<file path="src/switch_regs_pkg.sv">
package switch_regs_pkg;

   // address field layout
   localparam int ADDR_W        = 16;
   localparam int PORT_MSB      = 15;
   localparam int PORT_LSB      = 12;
   localparam int PAGE_MSB      = 11;
   localparam int PAGE_LSB      = 8;
   localparam int OFFS_MSB      = 7;
   localparam int OFFS_LSB      = 0;

   // port field values
   localparam logic [3:0] PORT_GLOBAL   = 4'h0;
   localparam logic [3:0] PORT_LAST     = 4'h7;

   // global page numbers
   localparam logic [3:0] GPAGE_OPER    = 4'h0;
   localparam logic [3:0] GPAGE_LAST    = 4'h5;

   // per-port page numbers
   localparam logic [3:0] PPAGE_PHY     = 4'h1;
   localparam logic [3:0] PPAGE_RSV_A   = 4'h2;
   localparam logic [3:0] PPAGE_RSV_B   = 4'h7;
   localparam logic [3:0] PPAGE_LAST    = 4'hc;

   // global operation page offsets
   localparam logic [7:0] OFF_IDENT_ZERO = 8'h00;
   localparam logic [7:0] OFF_IDENT_HIGH = 8'h01;
   localparam logic [7:0] OFF_IDENT_LOW  = 8'h02;
   localparam logic [7:0] OFF_REV_RST    = 8'h03;
   localparam logic [7:0] OFF_PWR_EVT    = 8'h06;
   localparam logic [7:0] OFF_IRQ_STAT   = 8'h10;
   localparam logic [7:0] OFF_IRQ_MASK   = 8'h14;
   localparam logic [5:0] WORD_IRQ_STAT  = 6'h04;
   localparam logic [5:0] WORD_IRQ_MASK  = 6'h05;

   // field positions
   localparam int SOFT_RST_BIT   = 0;
   localparam int PWR_EN_BIT     = 1;
   localparam int PWR_POL_BIT    = 0;
   localparam int IRQ_LOOKUP_BIT = 31;
   localparam int IRQ_TIME_BIT   = 30;
   localparam int REV_LSB        = 4;

   // reset values
   localparam logic       SOFT_RST_RST = 1'b0;
   localparam logic [1:0] PWR_CTL_RST  = 2'h0;
   localparam logic [1:0] IRQ_MASK_RST = 2'h0;
   localparam logic [7:0] ZERO_BYTE    = 8'h00;

   // access sequencer states
   typedef enum logic [0:0] {
      ST_IDLE,
      ST_FWD
   } acc_state_type;

endpackage

</file>
<file path="src/reg_addr_decoder.sv">
// splits a byte address into fields and classifies the target page
module reg_addr_decoder (
   // address in
   input  wire logic [15:0] addr_i,
   input  wire logic        phy_path_i,
   // decoded fields
   output logic [3:0]       port_o,
   output logic [3:0]       page_o,
   output logic [7:0]       offset_o,
   // classification
   output logic             local_o,
   output logic             fwd_o
);

   logic legal;   // page exists in the map

   // field split, port first
   assign port_o   = addr_i[switch_regs_pkg::PORT_MSB:switch_regs_pkg::PORT_LSB];
   assign page_o   = addr_i[switch_regs_pkg::PAGE_MSB:switch_regs_pkg::PAGE_LSB];
   assign offset_o = addr_i[switch_regs_pkg::OFFS_MSB:switch_regs_pkg::OFFS_LSB];

   // page legality per space
   always_comb begin
      if (port_o == switch_regs_pkg::PORT_GLOBAL) begin
         legal = (page_o <= switch_regs_pkg::GPAGE_LAST);
      end else if (port_o <= switch_regs_pkg::PORT_LAST) begin
         legal = (page_o <= switch_regs_pkg::PPAGE_LAST)
               && (page_o != switch_regs_pkg::PPAGE_RSV_A)
               && (page_o != switch_regs_pkg::PPAGE_RSV_B);
      end else begin
         legal = 1'b0;  // bit 15 set: no page, access is acked with zero
      end
   end

   // phy path only ever reaches port phy pages
   always_comb begin
      if (phy_path_i) begin
         local_o = 1'b0;
         fwd_o   = legal && (port_o != switch_regs_pkg::PORT_GLOBAL)
                 && (page_o == switch_regs_pkg::PPAGE_PHY);
      end else begin
         local_o = legal && (port_o == switch_regs_pkg::PORT_GLOBAL)
                 && (page_o == switch_regs_pkg::GPAGE_OPER);
         fwd_o   = legal && !local_o;
      end
   end

endmodule

</file>
<file path="src/switch_global_regs.sv">
// Function
// address split port, page, offset fields
// port zero global, one to seven ports
// host keeps address bit 15 zero
// every register byte accessed on its own
// multi-byte registers stored big-endian
// spi, i2c, in-band reach all registers
// phy path reaches only phy registers
// global pages zero to five, rest reserved
// port pages decoded, 2, 7, d-f reserved
// host never writes reserved ranges
// host merges reserved bits by read-or-write
// sticky soft reset holds datapath, keeps registers
// power event pin enable, resets off
// power event pin polarity, resets low
// status bit 31 shows lookup engine request
// status bit 30 shows trigger/timestamp request
// mask bits 31, 30, zero enables
// reserved reads zero, read-only writes ignored
module switch_global_regs #(
   parameter logic [7:0] IDENT_ZERO = 8'h11,  // arbitrary value
   parameter logic [7:0] IDENT_HIGH = 8'h22,  // arbitrary value
   parameter logic [7:0] IDENT_LOW  = 8'h33,  // arbitrary value
   parameter logic [3:0] REVISION   = 4'h1    // arbitrary value
) (
   // clock and reset
   input  wire logic        core_clk_i,
   input  wire logic        sys_rst_i,
   // byte access port from the management front end
   input  wire logic        acc_req_i,
   input  wire logic        acc_we_i,
   input  wire logic        acc_phy_path_i,
   input  wire logic [15:0] acc_addr_i,
   input  wire logic [7:0]  acc_wdata_i,
   output logic             acc_ack_o,
   output logic [7:0]       acc_rdata_o,
   // forwarded access to the other register pages
   output logic             fwd_req_o,
   output logic             fwd_we_o,
   output logic [3:0]       fwd_port_o,
   output logic [3:0]       fwd_page_o,
   output logic [7:0]       fwd_offset_o,
   output logic [7:0]       fwd_wdata_o,
   input  wire logic        fwd_ack_i,
   input  wire logic [7:0]  fwd_rdata_i,
   // event sources
   input  wire logic        lookup_engine_irq_i,
   input  wire logic        time_unit_irq_i,
   input  wire logic        power_event_i,
   // controls toward the switch
   output logic             soft_reset_o,
   output logic             irq_pending_o,
   output logic             power_event_pin_o,
   output logic             power_event_pin_oe_o
);

   // decoded address fields
   logic [3:0]  dec_port;
   logic [3:0]  dec_page;
   logic [7:0]  dec_offset;
   logic        dec_local;
   logic        dec_fwd;

   // access sequencer
   switch_regs_pkg::acc_state_type state_ff, nxt_state;
   logic        ack_ff,    nxt_ack;
   logic [7:0]  rdata_ff,  nxt_rdata;
   logic        fwd_req_ff, nxt_fwd_req;
   logic        fwd_we_ff,  nxt_fwd_we;
   logic [3:0]  fwd_port_ff, nxt_fwd_port;
   logic [3:0]  fwd_page_ff, nxt_fwd_page;
   logic [7:0]  fwd_off_ff,  nxt_fwd_off;
   logic [7:0]  fwd_wd_ff,   nxt_fwd_wd;

   // control registers
   logic        soft_rst_ff, nxt_soft_rst;
   logic [1:0]  pwr_ctl_ff,  nxt_pwr_ctl;   // [1] enable, [0] polarity
   logic [1:0]  irq_mask_ff, nxt_irq_mask;  // [1] lookup, [0] time unit

   // derived outputs
   logic        irq_pend_ff, nxt_irq_pend;
   logic        pin_ff,      nxt_pin;
   logic        pin_oe_ff,   nxt_pin_oe;

   // live status word
   logic [31:0] stat_word;
   logic [31:0] mask_word;
   logic        wr_local;

   // picks one byte of a 32-bit word, lowest address is the top byte
   function automatic logic [7:0] be_byte(input logic [31:0] word,
                                          input logic [1:0]  lane);
      logic [7:0] b;
      unique case (lane)
         2'h0:    b = word[31:24];
         2'h1:    b = word[23:16];
         2'h2:    b = word[15:8];
         2'h3:    b = word[7:0];
      endcase
      return b;
   endfunction

   // address decode and page classification
   reg_addr_decoder u_decoder (
      .addr_i     (acc_addr_i),
      .phy_path_i (acc_phy_path_i),
      .port_o     (dec_port),
      .page_o     (dec_page),
      .offset_o   (dec_offset),
      .local_o    (dec_local),
      .fwd_o      (dec_fwd)
   );

   // status is live level of the sources
   always_comb begin
      stat_word = '0;
      stat_word[switch_regs_pkg::IRQ_LOOKUP_BIT] = lookup_engine_irq_i;
      stat_word[switch_regs_pkg::IRQ_TIME_BIT]   = time_unit_irq_i;
      mask_word = '0;
      mask_word[switch_regs_pkg::IRQ_LOOKUP_BIT] = irq_mask_ff[1];
      mask_word[switch_regs_pkg::IRQ_TIME_BIT]   = irq_mask_ff[0];
   end

   assign wr_local = (state_ff == switch_regs_pkg::ST_IDLE) && acc_req_i
                   && acc_we_i && dec_local;

   // access sequencer next state
   always_comb begin
      nxt_state    = state_ff;
      nxt_ack      = 1'b0;
      nxt_rdata    = rdata_ff;
      nxt_fwd_req  = 1'b0;
      nxt_fwd_we   = fwd_we_ff;
      nxt_fwd_port = fwd_port_ff;
      nxt_fwd_page = fwd_page_ff;
      nxt_fwd_off  = fwd_off_ff;
      nxt_fwd_wd   = fwd_wd_ff;
      unique case (state_ff)
         switch_regs_pkg::ST_IDLE: begin
            if (acc_req_i && dec_fwd) begin
               // other page: hand the byte on and wait
               nxt_state    = switch_regs_pkg::ST_FWD;
               nxt_fwd_req  = 1'b1;
               nxt_fwd_we   = acc_we_i;
               nxt_fwd_port = dec_port;
               nxt_fwd_page = dec_page;
               nxt_fwd_off  = dec_offset;
               nxt_fwd_wd   = acc_wdata_i;
            end else if (acc_req_i) begin
               // local or reserved: answer next cycle
               nxt_ack   = 1'b1;
               nxt_rdata = switch_regs_pkg::ZERO_BYTE;
               if (dec_local && !acc_we_i) begin
                  unique case (dec_offset)
                     switch_regs_pkg::OFF_IDENT_ZERO: nxt_rdata = IDENT_ZERO;
                     switch_regs_pkg::OFF_IDENT_HIGH: nxt_rdata = IDENT_HIGH;
                     switch_regs_pkg::OFF_IDENT_LOW:  nxt_rdata = IDENT_LOW;
                     switch_regs_pkg::OFF_REV_RST: begin
                        nxt_rdata = {REVISION, 3'h0, soft_rst_ff};
                     end
                     switch_regs_pkg::OFF_PWR_EVT: begin
                        nxt_rdata = {6'h00, pwr_ctl_ff};
                     end
                     default: begin
                        // byte lanes of the two 32-bit words
                        if (dec_offset[7:2] == switch_regs_pkg::WORD_IRQ_STAT) begin
                           nxt_rdata = be_byte(stat_word, dec_offset[1:0]);
                        end else if (dec_offset[7:2] == switch_regs_pkg::WORD_IRQ_MASK) begin
                           nxt_rdata = be_byte(mask_word, dec_offset[1:0]);
                        end else begin
                           nxt_rdata = switch_regs_pkg::ZERO_BYTE;
                        end
                     end
                  endcase
               end
            end
         end
         switch_regs_pkg::ST_FWD: begin
            // wait for the page owner to answer
            if (fwd_ack_i) begin
               nxt_state = switch_regs_pkg::ST_IDLE;
               nxt_ack   = 1'b1;
               nxt_rdata = fwd_we_ff ? switch_regs_pkg::ZERO_BYTE : fwd_rdata_i;
            end
         end
      endcase
   end

   // control register writes, single bytes only
   always_comb begin
      nxt_soft_rst = soft_rst_ff;
      nxt_pwr_ctl  = pwr_ctl_ff;
      nxt_irq_mask = irq_mask_ff;
      if (wr_local) begin
         if (dec_offset == switch_regs_pkg::OFF_REV_RST) begin
            // only bit 0 writable, stays until software clears
            nxt_soft_rst = acc_wdata_i[switch_regs_pkg::SOFT_RST_BIT];
         end else if (dec_offset == switch_regs_pkg::OFF_PWR_EVT) begin
            nxt_pwr_ctl = {acc_wdata_i[switch_regs_pkg::PWR_EN_BIT],
                           acc_wdata_i[switch_regs_pkg::PWR_POL_BIT]};
         end else if (dec_offset == switch_regs_pkg::OFF_IRQ_MASK) begin
            // top byte of mask word holds both bits
            nxt_irq_mask = acc_wdata_i[7:6];
         end
      end
   end

   // derived outputs: masked request and power event pin
   always_comb begin
      nxt_irq_pend = (lookup_engine_irq_i && !irq_mask_ff[1])
                   || (time_unit_irq_i && !irq_mask_ff[0]);
      nxt_pin_oe   = pwr_ctl_ff[1];
      // asserted level follows polarity bit
      nxt_pin      = power_event_i ? pwr_ctl_ff[0] : !pwr_ctl_ff[0];
   end

   // register all state
   always_ff @(posedge core_clk_i or posedge sys_rst_i) begin
      if (sys_rst_i) begin
         state_ff    <= switch_regs_pkg::ST_IDLE;
         ack_ff      <= 1'b0;
         rdata_ff    <= switch_regs_pkg::ZERO_BYTE;
         fwd_req_ff  <= 1'b0;
         fwd_we_ff   <= 1'b0;
         fwd_port_ff <= 4'h0;
         fwd_page_ff <= 4'h0;
         fwd_off_ff  <= switch_regs_pkg::ZERO_BYTE;
         fwd_wd_ff   <= switch_regs_pkg::ZERO_BYTE;
         soft_rst_ff <= switch_regs_pkg::SOFT_RST_RST;
         pwr_ctl_ff  <= switch_regs_pkg::PWR_CTL_RST;
         irq_mask_ff <= switch_regs_pkg::IRQ_MASK_RST;
         irq_pend_ff <= 1'b0;
         pin_ff      <= 1'b1;
         pin_oe_ff   <= 1'b0;
      end else begin
         state_ff    <= nxt_state;
         ack_ff      <= nxt_ack;
         rdata_ff    <= nxt_rdata;
         fwd_req_ff  <= nxt_fwd_req;
         fwd_we_ff   <= nxt_fwd_we;
         fwd_port_ff <= nxt_fwd_port;
         fwd_page_ff <= nxt_fwd_page;
         fwd_off_ff  <= nxt_fwd_off;
         fwd_wd_ff   <= nxt_fwd_wd;
         soft_rst_ff <= nxt_soft_rst;
         pwr_ctl_ff  <= nxt_pwr_ctl;
         irq_mask_ff <= nxt_irq_mask;
         irq_pend_ff <= nxt_irq_pend;
         pin_ff      <= nxt_pin;
         pin_oe_ff   <= nxt_pin_oe;
      end
   end

   // output mapping
   assign acc_ack_o            = ack_ff;
   assign acc_rdata_o          = rdata_ff;
   assign fwd_req_o            = fwd_req_ff;
   assign fwd_we_o             = fwd_we_ff;
   assign fwd_port_o           = fwd_port_ff;
   assign fwd_page_o           = fwd_page_ff;
   assign fwd_offset_o         = fwd_off_ff;
   assign fwd_wdata_o          = fwd_wd_ff;
   assign soft_reset_o         = soft_rst_ff;
   assign irq_pending_o        = irq_pend_ff;
   assign power_event_pin_o    = pin_ff;
   assign power_event_pin_oe_o = pin_oe_ff;

endmodule

</file>
<file path="config.mk">
export PLATFORM = sky130hd
export DESIGN_NAME = switch_global_regs
export DESIGN_NICKNAME = d
export VERILOG_FILES = /design/src/switch_regs_pkg.sv /design/src/reg_addr_decoder.sv /design/src/switch_global_regs.sv
export SDC_FILE = /design/constraint.sdc
export NUM_CORES = 1
export LEC_CHECK = 0
export ABC_AREA = 1
export BUFFER_PORTS_ARGS = -buffer_cell sky130_fd_sc_hd__buf_2
export CORE_UTILIZATION = 53
export CTS_CLUSTER_DIAMETER = 100
export CTS_CLUSTER_SIZE = 8
export DETAILED_ROUTE_END_ITERATION = 7
export PLACE_DENSITY_LB_ADDON = 0.25
export SYNTH_ARGS = -nofsm -noshare
export SYNTH_HDL_FRONTEND = slang
export SYNTH_SLANG_ARGS = --single-unit
export TNS_END_PERCENT = 50
</file>
<file path="constraint.sdc">
create_clock -name core_clk_i -period 2.61 [get_ports core_clk_i]
set_input_delay 0.1305 -clock core_clk_i [delete_from_list [all_inputs] [get_ports core_clk_i]]
set_output_delay 0.1305 -clock core_clk_i [all_outputs]
set_load 0.02 [all_outputs]
</file>
[Word level (Yosys, flattened, before mapping)]
Cells that the tools add are included.
Storage, ports and cells
  word-level logic and storage cells: 92
  output and inout port bits: 39
  register bits after elaboration: 44
  bits of input ports: 41
Cells by class
  bitwise operators: 3
  mux-type cells: 24
  reductions and logical operators: 31
  equal/unequal tests: 16
  magnitude comparators: 3
Operators by type and width (number)
  8-bit 2-to-1 mux: 7
  8-bit case mux with 2 select lines: 3
  8-bit case mux with 5 select lines: 1
  8-bit by 2-bit equality test with 1-bit output, second input constant: 2
  1-bit logical AND: 14
  6-bit by 3-bit equality test with 1-bit output, second input constant: 2
  1-bit 2-to-1 mux: 11
  8-bit by 1-bit equality test with 1-bit output, second input constant: 1
  8-bit by 3-bit equality test with 1-bit output, second input constant: 1
  8-bit by 5-bit equality test with 1-bit output, second input constant: 1
  4-bit by 3-bit less-or-equal comparator with 1-bit output, second input constant: 2
  4-bit zero test: 2
  8-bit zero test: 1
  2-bit inequality test, second input constant: 3
  3-bit AND reduction: 2
  1-bit zero test: 5
  2-bit equality test, second input constant: 2
  4-bit by 1-bit equality test with 1-bit output, second input constant: 1
  4-bit less-or-equal comparator, second input constant: 1
  4-bit by 2-bit inequality test with 1-bit output, second input constant: 1
  4-bit by 3-bit inequality test with 1-bit output, second input constant: 1
  1-bit case mux with 2 select lines: 2
  2-bit AND reduction: 2
  4-bit AND reduction: 1
  6 further kinds: 8

[Logic depth before layout (Yosys ltp)]
  depth after elaboration: 13
  gate-level depth with buffers: 11
  gate-level depth less buffers: 11

[Hierarchy]
Synthesis repeated with hierarchy kept, for this count alone.
Second synthesis, totals
  cells, all modules: 266
  area, all modules: 2145.8 sq um
By module, submodules not included
  switch_global_regs: instances 1, cells an instance 222, sequential area each 1102.3 sq um, area each 1905.6 sq um
  reg_addr_decoder: instances 1, cells an instance 44, sequential area each 0.0 sq um, area each 240.2 sq um

[Least setup slack after synthesis]
No wires, ideal clock.
  kind: flip-flop to flip-flop
  start: register state_ff
  end: register irq_mask_ff[0]
  library setup time: 121 ps
  data arrival time: 1147 ps
  path buffers: 0
  clock period less this slack: 1269 ps
  cell stages (with the launch flop): 7
  path slack: 1341 ps
  required time: 2489 ps
  path through: dfrtp_1 nor2_2 nand2_1 nor2_2 nand4_2 nand2_1 o21ai_1
Between the ends
  word-level cells in the longest chain between the ends: 5
RTL lines
  start: declaration: RTL line switch_global_regs.sv:65  | switch_regs_pkg::acc_state_type state_ff, nxt_state;
  start signal: assignment: RTL line switch_global_regs.sv:220  | state_ff <= switch_regs_pkg::ST_IDLE;
  start signal: assignment: RTL line switch_global_regs.sv:236  | state_ff <= nxt_state;
  1-bit NOT (no source line)
  1-bit logical AND: RTL line switch_global_regs.sv:124  | assign wr_local = (state_ff == switch_regs_pkg::ST_IDLE) && acc_req_i
  1-bit logical AND (2 in series): RTL line switch_global_regs.sv:125  | && acc_we_i && dec_local;
  4-bit AND reduction (no source line)
  end signal: assignment: RTL line switch_global_regs.sv:231  | irq_mask_ff <= switch_regs_pkg::IRQ_MASK_RST;
  end signal: assignment: RTL line switch_global_regs.sv:247  | irq_mask_ff <= nxt_irq_mask;
  end: declaration: RTL line switch_global_regs.sv:78  | logic [1:0] irq_mask_ff, nxt_irq_mask;
Every way passes these cells.
A chain may end at the register's enable or synchronous reset.

[Final worst setup path]
  start: register state_ff
  end: register fwd_off_ff[7], in the netlist fwd_offset_o[7]
Between the ends
  word-level cells in the longest chain between the ends: 2
RTL lines
  1-bit NOT (no source line)
  2-bit AND reduction (no source line)
  end signal: assignment: RTL line switch_global_regs.sv:227  | fwd_off_ff <= switch_regs_pkg::ZERO_BYTE;
  end signal: assignment: RTL line switch_global_regs.sv:243  | fwd_off_ff <= nxt_fwd_off;
  end: declaration: RTL line switch_global_regs.sv:72  | logic [7:0] fwd_off_ff, nxt_fwd_off;
Every way passes these cells.

==> reports/results.txt <==
The initialized floorplan defines 22 standard-cell rows. In this run, the number of DRC markers left after iteration 0 of detailed routing was 198. The die is 66.1 um tall.

The tools report the combined area of all synthesized cells as 2180 sq um. The worst setup path is launched from a flip-flop. Clock-pin slew was measured on the worst setup and hold paths at 80 ps. The family with the most delay on the worst path was simple AND/OR/NAND/NOR gates. The post-route total power was 1.82 mW.

The final core utilization was 71.1%. The cell count after synthesis came out at 254. For this run the aggregate overflow at the end of global routing stands at 0. The total area of multi-input combinational cells was 917 sq um; the maximum fanout count along the critical path was 25.

The half-perimeter wire length after detailed placement was 3.43 mm. Yosys printed 0 warnings. Ranked by total cell area, the synthesized netlist is headed by sky130_fd_sc_hd__dfrtp_1, sky130_fd_sc_hd__nand2_1, sky130_fd_sc_hd__o21ai_2. The floorplan step defined a core boundary enclosing 3800 sq um.

Number of pins with negative max-slew slack in the final report: 0. The flow ran to the end, and the final reports show no timing, DRC or antenna violations. The routed wirelength normalized by instance count came out at 11.8 um. The clock passes through at most 2 buffers. TritonCTS built the clock tree. The tree is rooted in a sky130_fd_sc_hd__clkbuf_8. For this run, the total global-route usage over all layers was measured as 23.5%. The run gives 44 as the number of sinks on the clock net. In the final timing run, aggregate negative setup slack is 0 ps. The worst path needs 1730 ps of the cycle, external delays included. Of the synthesized area, sequential elements account for 50.6%.

The most area-hungry cell type in the Yosys netlist is sky130_fd_sc_hd__dfrtp_1. The first global-routing pass estimated 7.69 mm of wire. Synthesized netlist net count: 295. The post-place setup slack is 813 ps. The critical path goes through nor2_2 > nand3_4 > buf_4 > nand2_1 > o21ai_2. Headroom to the max-slew limit came out at 40.3%. The critical path required time was 2790 ps; the maximum clock skew at final layout was 7.56 ps. The area growth from synthesis to layout is 24.0%. Setup violations remaining at the end of the flow were counted as 0. The logs give 0 for the final hold violation count and 5 for the number of buffers created by CTS. The insertion delay of the later-clocked pin in the worst-skew pair was 300 ps; the total buffers and inverters traversed by the critical path was 1.

In this run the critical register-to-register path is launched from state_ff$_DFF_PP0_. The congestion estimate from routability-driven global placement came to 0.814. The number of iterations in the first detailed-routing pass is 4, and the transition time at the pin with the least slew margin is 894 ps.

The H-tree was split into 2 levels. The worst reg2reg path endpoint is fwd_offset_o[7]$_DFFE_PP0P_. The tools report the post-place instance area as 2600 sq um.

Count of placed standard cells including taps: 378. Setup repair after global routing left no endpoint under its margin. The count of instances resized after the clock tree is built was 0. The nature of the critical path endpoint is a flip-flop. For this design the ratio of total power to cell area is 676 nW/um^2. Hold timing on the final database bottoms out at a slack of 21.2 ps. Across the VDD grid, the largest voltage drop is 0.000336 V.

After synthesis, the largest area contributor takes up 49.4% of total cell area. The initial core utilization was 57.3%. The repair_antennas step left the layout with diodes totalling 0. The number of antenna violations at the first check in global routing is 0, and the fraction of layout cells with a size suffix above 1 is 41.9%.

The min-delay analysis places its worst path in the category input pin to async pin. Summing all flip-flop and latch instances after layout gives 1100 sq um. The average vias per placed instance is 4.99, and the distinct cell type count of the synthesized netlist is 26. After layout, the worst setup slack is 881 ps.

The depth of the worst register-to-register path was 5. In the routed design, unresolved DRC markers number 0. The largest individual stage delay along the critical path comes from the cell sky130_fd_sc_hd__dfrtp_1.

Static leakage power: 1.52 nW. The count of maximum capacitance violations is 0. The number of global-route vias before repair came out at 1845. The number of standard cells in the layout, taps in and fillers out was 387; the slack of the worst reg-to-reg path was 880 ps. Summing over every cut layer, the via total after detailed routing is 1931. Each instance of the synthesized netlist takes up on average 8.58 sq um. The tools report the net count of the finished layout as 379. Of the available clock period, the critical path in the final layout requires 66.2%. The arrival time reported for the critical path endpoint is 1910 ps.

Entering global routing, the biggest net connects 45 pins. In this run the tool buffered the top-level ports with 79 buffer cells. For the number of hold-repair buffers added at the cts stage, the log shows 1. The number of setup buffers added after CTS is 0. Fill cells in the final layout number 319. The die covers 4370 sq um. The critical path's largest stage delay is 460 ps, and the post-detailed-route count of antenna-violating nets is 0. 80 I/O pins were placed. The fmax was 0.578 GHz. The run gives 2700 sq um as the post-route cell area.

The die is 66.1 um wide. The final layout contains routed wiring with a total length of 4.57 mm. The synthesized design contains 44 register bits.

The critical path is of the flip-flop to flip-flop type.
-- sequential cells by signal (all words and copies together), names as in the netlist --
register,cells
irq_pending_o,1
irq_mask_ff,2
fwd_wdata_o,8
acc_rdata_o,8
pwr_ctl_ff,2
fwd_port_o,4
fwd_page_o,4
power_event_pin_oe_o,1
power_event_pin_o,1
fwd_we_o,1
state_ff,1
fwd_req_o,1
fwd_offset_o,8
soft_reset_o,1
acc_ack_o,1
-- layout make-up --
| type | instances | area share, % |
|---|---|---|
| tap | 48 | 2.22 |
| clock buffer | 7 | 3.20 |
| timing repair buffer | 81 | 15.3 |
| sequential | 44 | 40.8 |
| clock inverter | 1 | 0.278 |
| multi-input combinational | 176 | 34.0 |
| inverter | 30 | 4.22 |
-- cell usage after synthesis --
| library cell | n |
|---|---|
| sky130_fd_sc_hd__o22ai_1 | 1 |
| sky130_fd_sc_hd__clkinv_2 | 1 |
| sky130_fd_sc_hd__xnor2_1 | 1 |
| sky130_fd_sc_hd__nand2_2 | 17 |
| sky130_fd_sc_hd__o21ai_1 | 8 |
| sky130_fd_sc_hd__nor3_4 | 1 |
| sky130_fd_sc_hd__nand2_4 | 2 |
| sky130_fd_sc_hd__nand3_4 | 1 |
| sky130_fd_sc_hd__o21ai_0 | 5 |
| sky130_fd_sc_hd__dfstp_2 | 1 |
| sky130_fd_sc_hd__buf_6 | 4 |
| sky130_fd_sc_hd__nor2_2 | 4 |
| sky130_fd_sc_hd__a21oi_1 | 3 |
| sky130_fd_sc_hd__a21oi_2 | 1 |
| sky130_fd_sc_hd__dfrtp_1 | 43 |
| sky130_fd_sc_hd__nor2_1 | 17 |
| sky130_fd_sc_hd__nand4_2 | 1 |
| sky130_fd_sc_hd__nor3_1 | 2 |
| sky130_fd_sc_hd__inv_1 | 21 |
| sky130_fd_sc_hd__inv_2 | 8 |
| sky130_fd_sc_hd__nand2_1 | 73 |
| sky130_fd_sc_hd__nand4_1 | 3 |
| sky130_fd_sc_hd__o21ai_2 | 16 |
| sky130_fd_sc_hd__nand3_2 | 1 |
| sky130_fd_sc_hd__and3_1 | 1 |
| sky130_fd_sc_hd__nand3_1 | 18 |
-- kinds of logic after synthesis --
kind of cell	count (synthesis)	synth area share (%)
xor gates and xnor gates	1	0.402
DFF	44	50.6
and+or+nand+nor	141	30.9
buffers and inverters	34	7.29
AOI/OAI and AO/OA	34	10.8
-- layer usage --
layer  wire length [um]  GRT usage (%)  vias to the layer above
met3                278           6.21                        6
met2               2210           40.3                       62
met5                  0              0                        -
met4                 64           8.51                        0
met1               2030           28.2                      887
li1                   -              -                      976
-- worst max path at each step --
stage	start	endpoint	slack, ps	cells past startpoint
after floorplan	state_ff$_DFF_PP0_	irq_mask_ff[0]$_DFFE_PP0P_	1340	6
after global placement	acc_addr_i[11]	fwd_offset_o[7]$_DFFE_PP0P_	870	10
after detailed placement	acc_addr_i[11]	fwd_offset_o[7]$_DFFE_PP0P_	810	10
after CTS	state_ff$_DFF_PP0_	fwd_offset_o[7]$_DFFE_PP0P_	870	5
after global routing	state_ff$_DFF_PP0_	fwd_offset_o[7]$_DFFE_PP0P_	770	5
final	state_ff$_DFF_PP0_	fwd_offset_o[7]$_DFFE_PP0P_	880	5
-- cell usage in the layout (no fill, tap or decap) --
cell type                       instances
sky130_fd_sc_hd__xnor2_1                1
sky130_fd_sc_hd__nor3_4                 1
sky130_fd_sc_hd__nand4_1                3
sky130_fd_sc_hd__nand2_1               73
sky130_fd_sc_hd__dfrtp_1               43
sky130_fd_sc_hd__buf_2                 79
sky130_fd_sc_hd__o21ai_2               16
sky130_fd_sc_hd__inv_2                  9
sky130_fd_sc_hd__inv_1                 20
sky130_fd_sc_hd__o21ai_1                8
sky130_fd_sc_hd__dfstp_2                1
sky130_fd_sc_hd__nor3_1                 2
sky130_fd_sc_hd__clkbuf_1               1
sky130_fd_sc_hd__nand4_2                1
sky130_fd_sc_hd__a21oi_2                1
sky130_fd_sc_hd__o21ai_0                5
sky130_fd_sc_hd__nor2_1                17
sky130_fd_sc_hd__buf_4                  1
sky130_fd_sc_hd__nand2_4                2
sky130_fd_sc_hd__nand3_2                1
sky130_fd_sc_hd__clkbuf_8               6
sky130_fd_sc_hd__dlygate4sd3_1          1
sky130_fd_sc_hd__clkinv_2               1
sky130_fd_sc_hd__a21oi_1                3
sky130_fd_sc_hd__nor2_2                 4
sky130_fd_sc_hd__and3_1                 1
sky130_fd_sc_hd__clkinvlp_4             1
sky130_fd_sc_hd__o22ai_1                1
sky130_fd_sc_hd__nand3_1               18
sky130_fd_sc_hd__nand3_4                1
sky130_fd_sc_hd__nand2_2               17
-- where the power goes --
part / leakage, nW / internal (mW) / switching, mW
logic: 0.910 / 0.187 / 0.336
clock network: 0.0445 / 0.215 / 0.226
registers: 0.566 / 0.791 / 0.0693
No activity file was read; power rests on OpenSTA's default activity.
